[config.mk]
export PLATFORM = sky130hd
export DESIGN_NAME = wwt_top
export DESIGN_NICKNAME = d
export VERILOG_FILES = /design/src/wwt_pkg.sv /design/src/wwt_sync.sv /design/src/wwt_wdog.sv /design/src/wwt_top.sv
export VERILOG_INCLUDE_DIRS = /design/src
export SDC_FILE = /design/constraint.sdc
export NUM_CORES = 1
export LEC_CHECK = 0
export BUFFER_PORTS_ARGS = -buffer_cell sky130_fd_sc_hd__clkbuf_2
export CAP_MARGIN = 15
export CELL_PAD_IN_SITES_DETAIL_PLACEMENT = 0
export CELL_PAD_IN_SITES_GLOBAL_PLACEMENT = 1
export CORE_MARGIN = 2
export CORE_UTILIZATION = 42
export CTS_CLUSTER_DIAMETER = 30
export DETAILED_ROUTE_END_ITERATION = 16
export PLACE_DENSITY_LB_ADDON = 0.3
export SLEW_MARGIN = 25
export SYNTH_ARGS = -nofsm -noshare
export SYNTH_HDL_FRONTEND = slang
export SYNTH_SLANG_ARGS = --single-unit
[constraint.sdc]
create_clock -name mclk -period 3.3 [get_ports mclk]
set_input_delay 0.495 -clock mclk [delete_from_list [all_inputs] [get_ports mclk]]
set_output_delay 0.495 -clock mclk [all_outputs]
set_load 0.1 [all_outputs]
[src/wwt_defs.svh]
// constants of the watch timer and watchdog block
`ifndef WWT_DEFS_SVH
`define WWT_DEFS_SVH
// What this block does
// - mode bits 2..0 pick sub-clock, main/256, main/128, main/2 or main clock
// - watch counter is 21 bits wide, about a minute at sub-clock
// - in stop mode a main-clock tap halts, and the watch counter with it
// - with sub-clock selected the watch counter keeps counting through stop mode
// - mode bits 4..3 pick interval 2Hz, 4Hz, 16Hz or 1/64Hz
// - the selected watch clock also drives the display clock tick
// - after stop release, watch flag clear waits for the next sub-clock edge or 762 main-clock cycles, whichever comes first
// - an uncleared watch flag is set again by the next interval event
// - watchdog counter is 7 bits, advanced by each interval timer overflow
// - counter equal to compare field raises the watchdog request flag
// - reset-select bit turns a watchdog match into interrupt or CPU reset
// - counter-clear bit resets the watchdog counter, hardware drops it next cycle
// - shared offset 0xe8 writes the load register when load-target is 1
// - watchdog priority 11, watch priority 12, both use vector 0xffe0

// register offsets (byte addresses)
`define WWT_OFS_SHARED     8'he8
`define WWT_OFS_MODE       8'hec
`define WWT_OFS_STATUS     8'hf0
`define WWT_OFS_CTRL       8'hf4
`define WWT_OFS_COUNT      8'hf8
// field positions and widths
`define WWT_MODE_W         6
`define WWT_MODE_LOADSEL   5
`define WWT_CMP_CLR_BIT    7
`define WWT_STS_WATCH_BIT  0
`define WWT_STS_WDOG_BIT   1
`define WWT_CTRL_RSTSEL    0
`define WWT_CNT_W          21
`define WWT_WDOG_W         7
`define WWT_LOAD_LSB       13
// reset values
`define WWT_MODE_RST       6'h00
`define WWT_CMP_RST        7'h7f
`define WWT_RSTSEL_RST     1'b0
// clock select codes and divider exponents
`define WWT_CLK_SUB        3'h0
`define WWT_CLK_DIV256     3'h1
`define WWT_CLK_DIV128     3'h2
`define WWT_CLK_DIV2       3'h3
`define WWT_DIV256_EXP     5'h08
`define WWT_DIV128_EXP     5'h07
`define WWT_DIV2_EXP       5'h01
// interval codes and counter tap exponents
`define WWT_IVL_2HZ        2'h0
`define WWT_IVL_4HZ        2'h1
`define WWT_IVL_16HZ       2'h2
`define WWT_IVL_2HZ_EXP    5'h0e
`define WWT_IVL_4HZ_EXP    5'h0d
`define WWT_IVL_16HZ_EXP   5'h0b
`define WWT_IVL_64S_EXP    5'h15
// interrupt identity
`define WWT_IRQ_VECTOR     16'hffe0
`define WWT_WDOG_PRIO      4'hb
`define WWT_WATCH_PRIO     4'hc
// timing
`define WWT_MCLK_PERIOD_NS 40
`define WWT_STOP_CLR_HOLD_NS 30500
`define WWT_STOP_CLR_HOLD_CYC (`WWT_STOP_CLR_HOLD_NS / `WWT_MCLK_PERIOD_NS)
`endif

[src/wwt_pkg.sv]
// types and shared function of the watch timer and watchdog block
`include "wwt_defs.svh"
package wwt_pkg;
  // state of the pin synchroniser
  typedef struct packed {
    logic s1;
    logic s2;
    logic s3;
    logic level;
    logic rise;
  } wwt_sync_s;
  // state of the watchdog counter
  typedef struct packed {
    logic [`WWT_WDOG_W-1:0] cnt;
    logic                   match;
  } wwt_wdog_s;
  // state of the top block
  typedef struct packed {
    logic [7:0]             pre;
    logic [`WWT_CNT_W-1:0]  cnt;
    logic [`WWT_MODE_W-1:0] mode;
    logic [`WWT_WDOG_W-1:0] cmp;
    logic                   clrReq;
    logic                   rstSel;
    logic                   wFlag;
    logic                   dFlag;
    logic                   holdClr;
    logic [9:0]             holdCnt;
    logic                   stopPrev;
    logic [31:0]            rdata;
    logic                   dRst;
    logic                   lcdTick;
  } wwt_top_s;
  // true when the low k bits of v are all ones
  function automatic logic tap_hit(input logic [`WWT_CNT_W-1:0] v, input logic [4:0] k);
    logic [`WWT_CNT_W-1:0] mask;
    mask = (k >= 5'(`WWT_CNT_W)) ? '1 : ((`WWT_CNT_W'(1) << k) - `WWT_CNT_W'(1));
    return &(v | ~mask);
  endfunction
endpackage

[src/wwt_sync.sv]
// three-stage synchroniser with agreement filter and rise pulse
`timescale 1ns/10ps
module wwt_sync import wwt_pkg::*; (
  input  logic mclk,      // system clock
  input  logic rstSyncN,  // synchronised reset, active low
  input  logic asyncIn,   // pin from outside the clock domain
  output logic levelOut,  // filtered level
  output logic riseOut    // one-cycle pulse on filtered rise
);
  wwt_sync_s state_q;
  wwt_sync_s state_d;

  // =====================================================
  // filter: change counts once stages two and three agree
  always_comb begin
    state_d       = state_q;
    state_d.s1    = asyncIn;
    state_d.s2    = state_q.s1;
    state_d.s3    = state_q.s2;
    state_d.level = (state_q.s2 == state_q.s3) ? state_q.s3 : state_q.level;
    state_d.rise  = state_d.level & ~state_q.level;
  end

  // state register
  always_ff @(posedge mclk or negedge rstSyncN) begin
    if (!rstSyncN) begin
      state_q <= '0;
    end else begin
      state_q <= state_d;
    end
  end

  assign levelOut = state_q.level;
  assign riseOut  = state_q.rise;
endmodule

[src/wwt_wdog.sv]
// seven-bit watchdog counter with compare match
`timescale 1ns/10ps
`include "wwt_defs.svh"
module wwt_wdog import wwt_pkg::*; (
  input  logic                   mclk,      // system clock
  input  logic                   rstSyncN,  // synchronised reset, active low
  input  logic                   tickIn,    // interval timer overflow pulse
  input  logic                   clrIn,     // counter clear pulse
  input  logic [`WWT_WDOG_W-1:0] cmpIn,     // compare value
  output logic [`WWT_WDOG_W-1:0] cntOut,    // counter value
  output logic                   matchOut   // one-cycle match pulse
);
  wwt_wdog_s              state_q;
  wwt_wdog_s              state_d;
  logic [`WWT_WDOG_W-1:0] nxt;

  // =====================================================
  // count, clear and compare
  always_comb begin
    state_d       = state_q;
    state_d.match = 1'b0;
    nxt           = state_q.cnt + `WWT_WDOG_W'(1);
    if (clrIn) begin
      state_d.cnt = '0;
    end else if (tickIn) begin
      if (nxt == cmpIn) begin
        state_d.cnt   = '0;
        state_d.match = 1'b1;
      end else begin
        state_d.cnt = nxt;
      end
    end
  end

  // state register
  always_ff @(posedge mclk or negedge rstSyncN) begin
    if (!rstSyncN) begin
      state_q <= '0;
    end else begin
      state_q <= state_d;
    end
  end

  assign cntOut   = state_q.cnt;
  assign matchOut = state_q.match;
endmodule

[src/wwt_top.sv]
// watch timer and watchdog timer with APB register slave
//
// Chosen here: the APB slave port.
`timescale 1ns/10ps
`include "wwt_defs.svh"
module wwt_top import wwt_pkg::*; (
  input  logic        mclk,              // system clock, 25 MHz
  input  logic        rstn,              // asynchronous reset, active low
  input  logic        psel,              // APB select
  input  logic        penable,           // APB enable
  input  logic        pwrite,            // APB direction, high for write
  input  logic [7:0]  paddr,             // APB byte address
  input  logic [31:0] pwdata,            // APB write data
  output logic [31:0] prdata,            // APB read data
  output logic        pready,            // APB ready
  output logic        pslverr,           // APB error on unmapped address
  input  logic        subClkPin,         // sub-clock oscillator pin
  input  logic        stopMode,          // CPU in stop mode, main taps halt
  input  logic        bitOverflow,       // interval timer overflow pulse
  output logic        watchIrq,          // watch interrupt request flag
  output logic        wdogIrq,           // watchdog interrupt request flag
  output logic        wdogCpuReset,      // watchdog CPU reset pulse
  output logic        lcdClkTick,        // display clock tick
  output logic [15:0] irqVector,         // shared interrupt vector
  output logic [3:0]  wdogIrqPriority,   // watchdog interrupt priority
  output logic [3:0]  watchIrqPriority   // watch interrupt priority
);
  localparam logic [9:0] HoldLast = 10'(`WWT_STOP_CLR_HOLD_CYC - 1);

  logic [1:0]             rstPipe_q;
  logic                   rstSyncN;
  wwt_top_s               state_q;
  wwt_top_s               state_d;
  logic                   subRise;
  logic                   srcTick;
  logic                   mainOn;
  logic [4:0]             ivlExp;
  logic                   wEvent;
  logic                   wrEn;
  logic                   rdSetup;
  logic                   hit;
  logic                   sharedWr;
  logic                   loadWr;
  logic                   cmpWr;
  logic                   wClr;
  logic                   dClr;
  logic                   stopRelease;
  logic [`WWT_WDOG_W-1:0] wdCnt;
  logic                   wdMatch;

  // =====================================================
  // reset release through two flops
  always_ff @(posedge mclk or negedge rstn) begin
    if (!rstn) begin
      rstPipe_q <= 2'h0;
    end else begin
      rstPipe_q <= {rstPipe_q[0], 1'b1};
    end
  end
  assign rstSyncN = rstPipe_q[1];

  // =====================================================
  // sub-clock pin synchroniser
  wwt_sync u_subSync (
    .mclk     (mclk),
    .rstSyncN (rstSyncN),
    .asyncIn  (subClkPin),
    .levelOut (),
    .riseOut  (subRise)
  );

  // watchdog counter
  wwt_wdog u_wdog (
    .mclk     (mclk),
    .rstSyncN (rstSyncN),
    .tickIn   (bitOverflow),
    .clrIn    (state_q.clrReq),
    .cmpIn    (state_q.cmp),
    .cntOut   (wdCnt),
    .matchOut (wdMatch)
  );

  // =====================================================
  // watch clock selection
  always_comb begin
    mainOn = ~stopMode;
    unique case (state_q.mode[2:0])
      `WWT_CLK_SUB: begin
        srcTick = subRise;
      end
      `WWT_CLK_DIV256: begin
        srcTick = mainOn & tap_hit({13'h0, state_q.pre}, `WWT_DIV256_EXP);
      end
      `WWT_CLK_DIV128: begin
        srcTick = mainOn & tap_hit({13'h0, state_q.pre}, `WWT_DIV128_EXP);
      end
      `WWT_CLK_DIV2: begin
        srcTick = mainOn & tap_hit({13'h0, state_q.pre}, `WWT_DIV2_EXP);
      end
      default: begin
        srcTick = mainOn;
      end
    endcase
  end

  // interval tap of the watch counter
  always_comb begin
    unique case (state_q.mode[4:3])
      `WWT_IVL_2HZ:  ivlExp = `WWT_IVL_2HZ_EXP;
      `WWT_IVL_4HZ:  ivlExp = `WWT_IVL_4HZ_EXP;
      `WWT_IVL_16HZ: ivlExp = `WWT_IVL_16HZ_EXP;
      default:       ivlExp = `WWT_IVL_64S_EXP;
    endcase
  end
  assign wEvent = srcTick & tap_hit(state_q.cnt, ivlExp);

  // =====================================================
  // bus decode
  assign wrEn     = psel & penable & pwrite;
  assign rdSetup  = psel & ~penable;
  assign hit      = (paddr == `WWT_OFS_SHARED) | (paddr == `WWT_OFS_MODE) |
                    (paddr == `WWT_OFS_STATUS) | (paddr == `WWT_OFS_CTRL) |
                    (paddr == `WWT_OFS_COUNT);
  assign sharedWr = wrEn & (paddr == `WWT_OFS_SHARED);
  assign loadWr   = sharedWr & state_q.mode[`WWT_MODE_LOADSEL];
  assign cmpWr    = sharedWr & ~state_q.mode[`WWT_MODE_LOADSEL];
  assign stopRelease = state_q.stopPrev & ~stopMode;
  // watch clear is ignored while the post-stop hold is active
  assign wClr = wrEn & (paddr == `WWT_OFS_STATUS) & pwdata[`WWT_STS_WATCH_BIT] &
                ~state_q.holdClr;
  assign dClr = wrEn & (paddr == `WWT_OFS_STATUS) & pwdata[`WWT_STS_WDOG_BIT];

  // =====================================================
  // next state
  always_comb begin
    state_d          = state_q;
    state_d.stopPrev = stopMode;
    state_d.lcdTick  = srcTick;
    state_d.clrReq   = 1'b0;
    state_d.dRst     = wdMatch & state_q.rstSel;
    // prescaler only runs while the main clock runs
    if (mainOn) begin
      state_d.pre = state_q.pre + 8'h01;
    end
    // watch counter: load wins over a tick
    if (loadWr) begin
      state_d.cnt = {pwdata[7:0], `WWT_LOAD_LSB'(0)};
    end else if (srcTick) begin
      state_d.cnt = state_q.cnt + `WWT_CNT_W'(1);
    end
    // flags: a set in the clearing cycle wins
    state_d.wFlag = wEvent | (state_q.wFlag & ~wClr);
    state_d.dFlag = (wdMatch & ~state_q.rstSel) | (state_q.dFlag & ~dClr);
    // post-stop hold of the watch clear
    if (stopRelease) begin
      state_d.holdClr = 1'b1;
      state_d.holdCnt = 10'h000;
    end else if (state_q.holdClr) begin
      if (subRise || state_q.holdCnt == HoldLast) begin
        state_d.holdClr = 1'b0;
      end
      state_d.holdCnt = state_q.holdCnt + 10'h001;
    end
    // register writes
    if (cmpWr) begin
      state_d.cmp    = pwdata[`WWT_WDOG_W-1:0];
      state_d.clrReq = pwdata[`WWT_CMP_CLR_BIT];
    end
    if (wrEn && paddr == `WWT_OFS_MODE) begin
      state_d.mode = pwdata[`WWT_MODE_W-1:0];
    end
    if (wrEn && paddr == `WWT_OFS_CTRL) begin
      state_d.rstSel = pwdata[`WWT_CTRL_RSTSEL];
    end
    // read data captured in the setup cycle
    if (rdSetup) begin
      unique case (paddr)
        `WWT_OFS_SHARED: state_d.rdata = {25'h0, state_q.cmp};
        `WWT_OFS_MODE:   state_d.rdata = {26'h0, state_q.mode};
        `WWT_OFS_STATUS: state_d.rdata = {30'h0, state_q.dFlag, state_q.wFlag};
        `WWT_OFS_CTRL:   state_d.rdata = {24'h0, wdCnt, state_q.rstSel};
        `WWT_OFS_COUNT:  state_d.rdata = {11'h0, state_q.cnt};
        default:         state_d.rdata = 32'h0;
      endcase
    end
  end

  // state register
  always_ff @(posedge mclk or negedge rstSyncN) begin
    if (!rstSyncN) begin
      state_q        <= '0;
      state_q.mode   <= `WWT_MODE_RST;
      state_q.cmp    <= `WWT_CMP_RST;
      state_q.rstSel <= `WWT_RSTSEL_RST;
    end else begin
      state_q <= state_d;
    end
  end

  // =====================================================
  // outputs
  assign prdata           = state_q.rdata;
  assign pready           = 1'b1;
  assign pslverr          = psel & penable & ~hit;
  assign watchIrq         = state_q.wFlag;
  assign wdogIrq          = state_q.dFlag;
  assign wdogCpuReset     = state_q.dRst;
  assign lcdClkTick       = state_q.lcdTick;
  assign irqVector        = `WWT_IRQ_VECTOR;
  assign wdogIrqPriority  = `WWT_WDOG_PRIO;
  assign watchIrqPriority = `WWT_WATCH_PRIO;
endmodule

Word level (Yosys, flattened, before mapping) --
Index checks and enable logic that the tools add are counted.
Word-level totals: flip-flop bits (word level) 107, input bits 48, output and inout bits 62, word-level logic and storage cells 107
Operators by class: $add $sub $neg 5, magnitude comparators 1, eq/ne operators 13, shift-type cells 1, mux-type cells 16, bitwise operators 38, reduce and logical (&&, ||, !) cells 11
Operator list (count):
- $pmux 21 s5 | 1
- $mux 21 | 3
- $eq 8x8->1 const B | 5
- $mux 11 | 2
- $add 21x1->21 const B | 1
- $and 1x1->1 | 21
- $not 21->21 | 1
- $or 21x21->21 | 1
- $reduce_and 21->1 | 1
- $shl 1x5->21 const A | 1
- $sub 21x1->21 const B | 1
- $pmux 5 s3 | 1
- $mux 7 | 2
- $add 10x1->10 const B | 1
- $eq 10x10->1 const B | 1
- $not 1->1 | 9
- $add 8x1->8 const B | 1
- $mux 8 | 1
- $reduce_and 8->1 | 1
- $add 7x1->7 const B | 1
- $eq 7x7->1 | 1
- $reduce_and 7->1 | 1
- $eq 3x2->1 const B | 2
- $or 1x1->1 | 6
- 12 further kinds | 19

Logic depth before layout (Yosys ltp) --
word-level depth 10, gate-level depth with buffers 8, mapped depth without buffers 7

Modules after synthesis --
From an unflattened synthesis, not the netlist that was laid out.
Second synthesis, totals: cell total of the unflattened synthesis 523, area, all modules 5328.9 um^2
Modules (own cells, without submodules):
- wwt_top | times used 1, cells an instance 452, area an instance 4583.1 um^2, seq. area each 2085.8 um^2
- wwt_wdog | times used 1, cells an instance 64, area an instance 599.3 um^2, seq. area each 200.2 um^2
- wwt_sync | times used 1, cells an instance 7, area an instance 146.4 um^2, seq. area each 125.1 um^2

Worst setup path after synthesis --
OpenSTA, ideal clock, no wires.
kind in2out, start input paddr[2], end output pslverr, arrival 2.119 ns, data required time 2.805 ns, slack 0.686 ns, stages 5, path buffers 1, cells stage by stage buf_2 nand2_1 nand2_1 a21oi_1 nor2_1
Between the ends: word-level cells in the longest chain between the ends 7, elaborated cells on any way between the ends 11, classes of those cells 5 x eq/ne; 6 x bitwise
RTL lines:
- start, declared | line wwt_top.sv:12 | input logic [7:0] paddr,
- $eq 8x8->1
- $or 1x1->1 (3 in a row) | line wwt_top.sv:121 | assign hit = (paddr == `WWT_OFS_SHARED) | (paddr == `WWT_OFS_MODE) |
- $or 1x1->1 * | line wwt_top.sv:121
- $not 1->1 * | line wwt_top.sv:204 | assign pslverr = psel & penable & ~hit;
- $and 1x1->1 * | line wwt_top.sv:204
- end, declared | line wwt_top.sv:16 | output logic pslverr,
Mark *: on every way between the ends. The rest lies on a longest branch, timed or not.

Worst setup path after layout --
start register state_q[84] in the netlist's numbering, end register state_q[75] in the netlist's numbering
Between the ends: word-level cells in the longest chain between the ends 4, elaborated cells on any way between the ends 7, classes of those cells 1 x mux; 3 x bitwise; 3 x reduce/logical
RTL lines:
- start, declared | line wwt_top.sv:32 | wwt_top_s state_q;
- start signal, assigned | line wwt_top.sv:196 | state_q <= state_d;
- $reduce_and 8->1 / $reduce_and 7->1 (equally long branches) | line wwt_pkg.sv:38 | return &(v | ~mask);
- $and 1x1->1 (on tied branches) | line wwt_top.sv:92, wwt_top.sv:95
- $pmux 1 s4 * | line wwt_top.sv:87 | unique case (state_q.mode[2:0])
- $reduce_bool 2->1 (no line) *
Marks and branches as above. A chain may end at the register's enable or synchronous reset.

==> impl_metrics.json <==
{
  "status": "completed",
  "synth.largest_area_cell": "dfrtp_1",
  "min_to": "u_subSync.state_d[3]",
  "rows": 40,
  "fin_cells": 709,
  "drtPass1Iterations": 4,
  "path_class": "flop to flop",
  "io_buffers": 49,
  "wl_per_cell_um": 14.8,
  "yosysMostFrequentCell": "dfrtp_1",
  "crit_buf_inv": 0,
  "rsz0062_at_grt": "no",
  "setup_viol": 0,
  "synth_area_per_cell_um2": 9.68,
  "maxSlewViolCount": 0,
  "fin_skew_ps": 8.86,
  "setup_slack_ps": 845,
  "p_clk_share_pct": 30.6,
  "rr_startpoint": "state_q[84]",
  "synthCells": 534,
  "clock-sinks": 96,
  "dp_cells": 692,
  "p_seq_share_pct": 47.4,
  "cts-htree-levels": 3,
  "min-delay-start": "subClkPin",
  "hp-class": "input pin to flop",
  "clk_path_buf_depth": 2,
  "area_delta_synth_final_pct": 7.02,
  "rrSetupSlack_ps": 840,
  "ir_worst_vdd_uv": 248,
  "nFillCells": 1170,
  "die_x_um": 115,
  "netlist.area_leader.share_pct": 43.1,
  "drc": 0,
  "cts_root_buf": "clkbuf_16",
  "syn_area_um2": 5170,
  "fmax_mhz": 407,
  "cpMaxStageDelayCell": "o21ai_1",
  "crit_path_max_fanout": 7,
  "synth.distinct_cells": 56,
  "cp_top_family": "compound AO/OA/AOI/OAI gates",
  "synth_edf_count": 0,
  "drive_above_1_share_pct": 17.1,
  "hold_viol": 0,
  "crit_path_max_incr_delay_ps": 490,
  "worst_pin_slew_ps": 866,
  "register_area_um2": 2410,
  "ys_seq_area_share_pct": 46.6,
  "antenna_found_initial": 0,
  "die_area_um2": 13200,
  "grt_max_degree": 55,
  "hpwlAfterDp_um": 7730,
  "gp_congestion": 0.825,
  "clock_latency_ps": 340,
  "core_region_area_um2": 12000,
  "slew_headroom_pct": 42.3,
  "holdPathStages": 1,
  "ys_ff_latch": 96,
  "routed-via-count": 3648,
  "grt_pass1_vias": 3495,
  "synthArstFlopShare_pct": 100,
  "cts_buffers": 9,
  "synth.area.top_cells": "dfrtp_1 43%, buf_4 8.4%, xor2_1 5.1%",
  "cp.arrival_ps": 2720,
  "diodes": 0,
  "multiInputGateArea_um2": 2310,
  "wl_um": 10500,
  "reg2regPathDepth": 7,
  "powerDensity_nw_per_um2": 584,
  "yosysWarnings": 0,
  "power_leakage_nw": 2.62,
  "crit_path_end_kind": "flop",
  "period_share_pct": 74.4,
  "p_sw_share_pct": 33.7,
  "p_int_mw": 2.14,
  "chipHeight_um": 115,
  "via_per_inst": 5.15,
  "p_comb_share_pct": 21.9,
  "start_util_pct": 43.0,
  "synthTopCellsByCount": "89 x dfrtp_1, 61 x nand2_1, 58 x buf_4, 52 x nor2_1, 32 x nand3_1",
  "grt-ovfl-total": 0,
  "cap_violations": 0,
  "power.net_switching_mw": 1.09,
  "dp_slack_ps": 874,
  "cts_tree": "built",
  "io_pins": 110,
  "cp.required_ps": 3560,
  "first_iter_violations": 174,
  "cp_common_cell": "nand3_1",
  "r2r_end": "state_q[75]",
  "track_usage_pct": 17.0,
  "clk_pin_slew_ps": 60,
  "synth_ff_type": "dfrtp_1",
  "start_kind": "flop",
  "path_cells": "ha_1 > nand3_1 > o2bb2a_1 > o21ai_1 > nand3_1 > or3_1 > a21oi_1",
  "final_antenna_net_count": 0,
  "grt_pass1_wl_um": 17700,
  "post_cts_buffers": 0,
  "fin_crit_ps": 2460,
  "fin_setup_tns_ps": 0,
  "layout.nets": 613
}
cell families after synthesis:
group                    after synthesis  share of synthesized area, %
adder cells (fa/ha/maj)                9                          2.13
AND/OR/NAND/NOR                      212                          20.3
AO/OA/AOI/OAI                         53                          6.32
XOR/XNOR                              46                          7.79
multiplexers                          26                          5.49
flip-flops                            96                          46.6
buffers and inverters                 90                          11.2
other                                  2                         0.145
cell usage in the layout, fill, tap and decap left out, types with 4 or more instances in the layout:
cell type	n
a21oi_1	20
and2_1	6
and3_1	4
and4_1	5
buf_4	6
clkbuf_1	4
clkbuf_16	9
clkbuf_2	49
conb_1	37
dfrtp_1	88
dfstp_2	7
ha_1	8
inv_1	11
mux2_2	15
mux2i_1	10
nand2_1	61
nand2b_1	5
nand3_1	32
nand4_1	16
nor2_1	52
nor2b_1	6
nor3_1	8
o21ai_0	13
xnor2_1	16
xor2_1	30
per-layer routing:
| layer | vias to the layer above | part of all wire (%) | global-route usage, % |
|---|---|---|---|
| met4 | 0 | 0.89 | 6.59 |
| met3 | 10 | 4.4 | 2.21 |
| met5 | - | 0 | 0 |
| met2 | 96 | 44 | 24.9 |
| met1 | 1777 | 51 | 25.7 |
| li1 | 1765 | - | - |
how the worst max path moves through the flow:
stage                            start           to  cells after the start
final                      state_q[84]  state_q[75]                      7
after global routing       state_q[84]  state_q[75]                      7
after floorplan           rstPipe_q[1]   lcdClkTick                      0
after CTS                  state_q[84]  state_q[75]                      7
after global placement        stopMode  state_q[75]                      6
after detailed placement      stopMode  state_q[75]                      6
registers in the layout, indices dropped and copies added (netlist names):
register,count
lcdClkTick,1
prdata,21
rstPipe_q,2
state_q,56
u_subSync.levelOut,1
u_subSync.riseOut,1
u_subSync.state_d,2
u_subSync.state_q,1
u_wdog.cntOut,7
u_wdog.matchOut,1
watchIrq,1
wdogCpuReset,1
wdogIrq,1
area by class of cell:
| type | instances | area share [%] |
|---|---|---|
| multi-input cells | 383 | 41.8 |
| inverters | 11 | 0.746 |
| flip-flops and latches | 96 | 43.7 |
| well taps | 147 | 3.33 |
| clock buffers | 16 | 5.09 |
| repair buffers | 56 | 5.43 |
what timing repair did:
action / in CTS / in global routing
hold endpoints to repair: 2 / 0
hold buffers: 1 / 0
gates resized for setup: 0 / 0
worst register-to-register path: cells and delay by family, from the launching register on:
kind / cells / cell delay [ps]
fa+ha+maj: 1 / 220
simple gates: 3 / 860
compound gates: 3 / 910
flops: 1 / 410
power by group through the flow:
| stage | clock network (mW) | registers [mW] | logic [mW] |
|---|---|---|---|
| final | 0.988 | 1.53 | 0.708 |
| after floorplan | 0 | 1.48 | 0.689 |
| after global placement | 0 | 1.54 | 0.695 |
| after detailed placement | 0 | 1.55 | 0.709 |
| after global routing | 1.07 | 1.56 | 0.780 |
| after CTS | 1.02 | 1.53 | 0.714 |
per-stage QoR:
| step | hold WS (ps) | utilization (%) | cell area (um2) | power, mW |
|---|---|---|---|---|
| CTS | 251 | 46.1 | 5530 | 3.26 |
| detailed placement | 284 | 43.6 | 5240 | 2.26 |
| floorplan | 199 | - | 5300 | 2.17 |
| finish | 261 | 46.1 | 5530 | 3.23 |
| global route | 250 | 46.1 | 5530 | 3.41 |
| global placement | 280 | 43.6 | 5240 | 2.24 |
No activity file was read; power rests on OpenSTA's default activity.
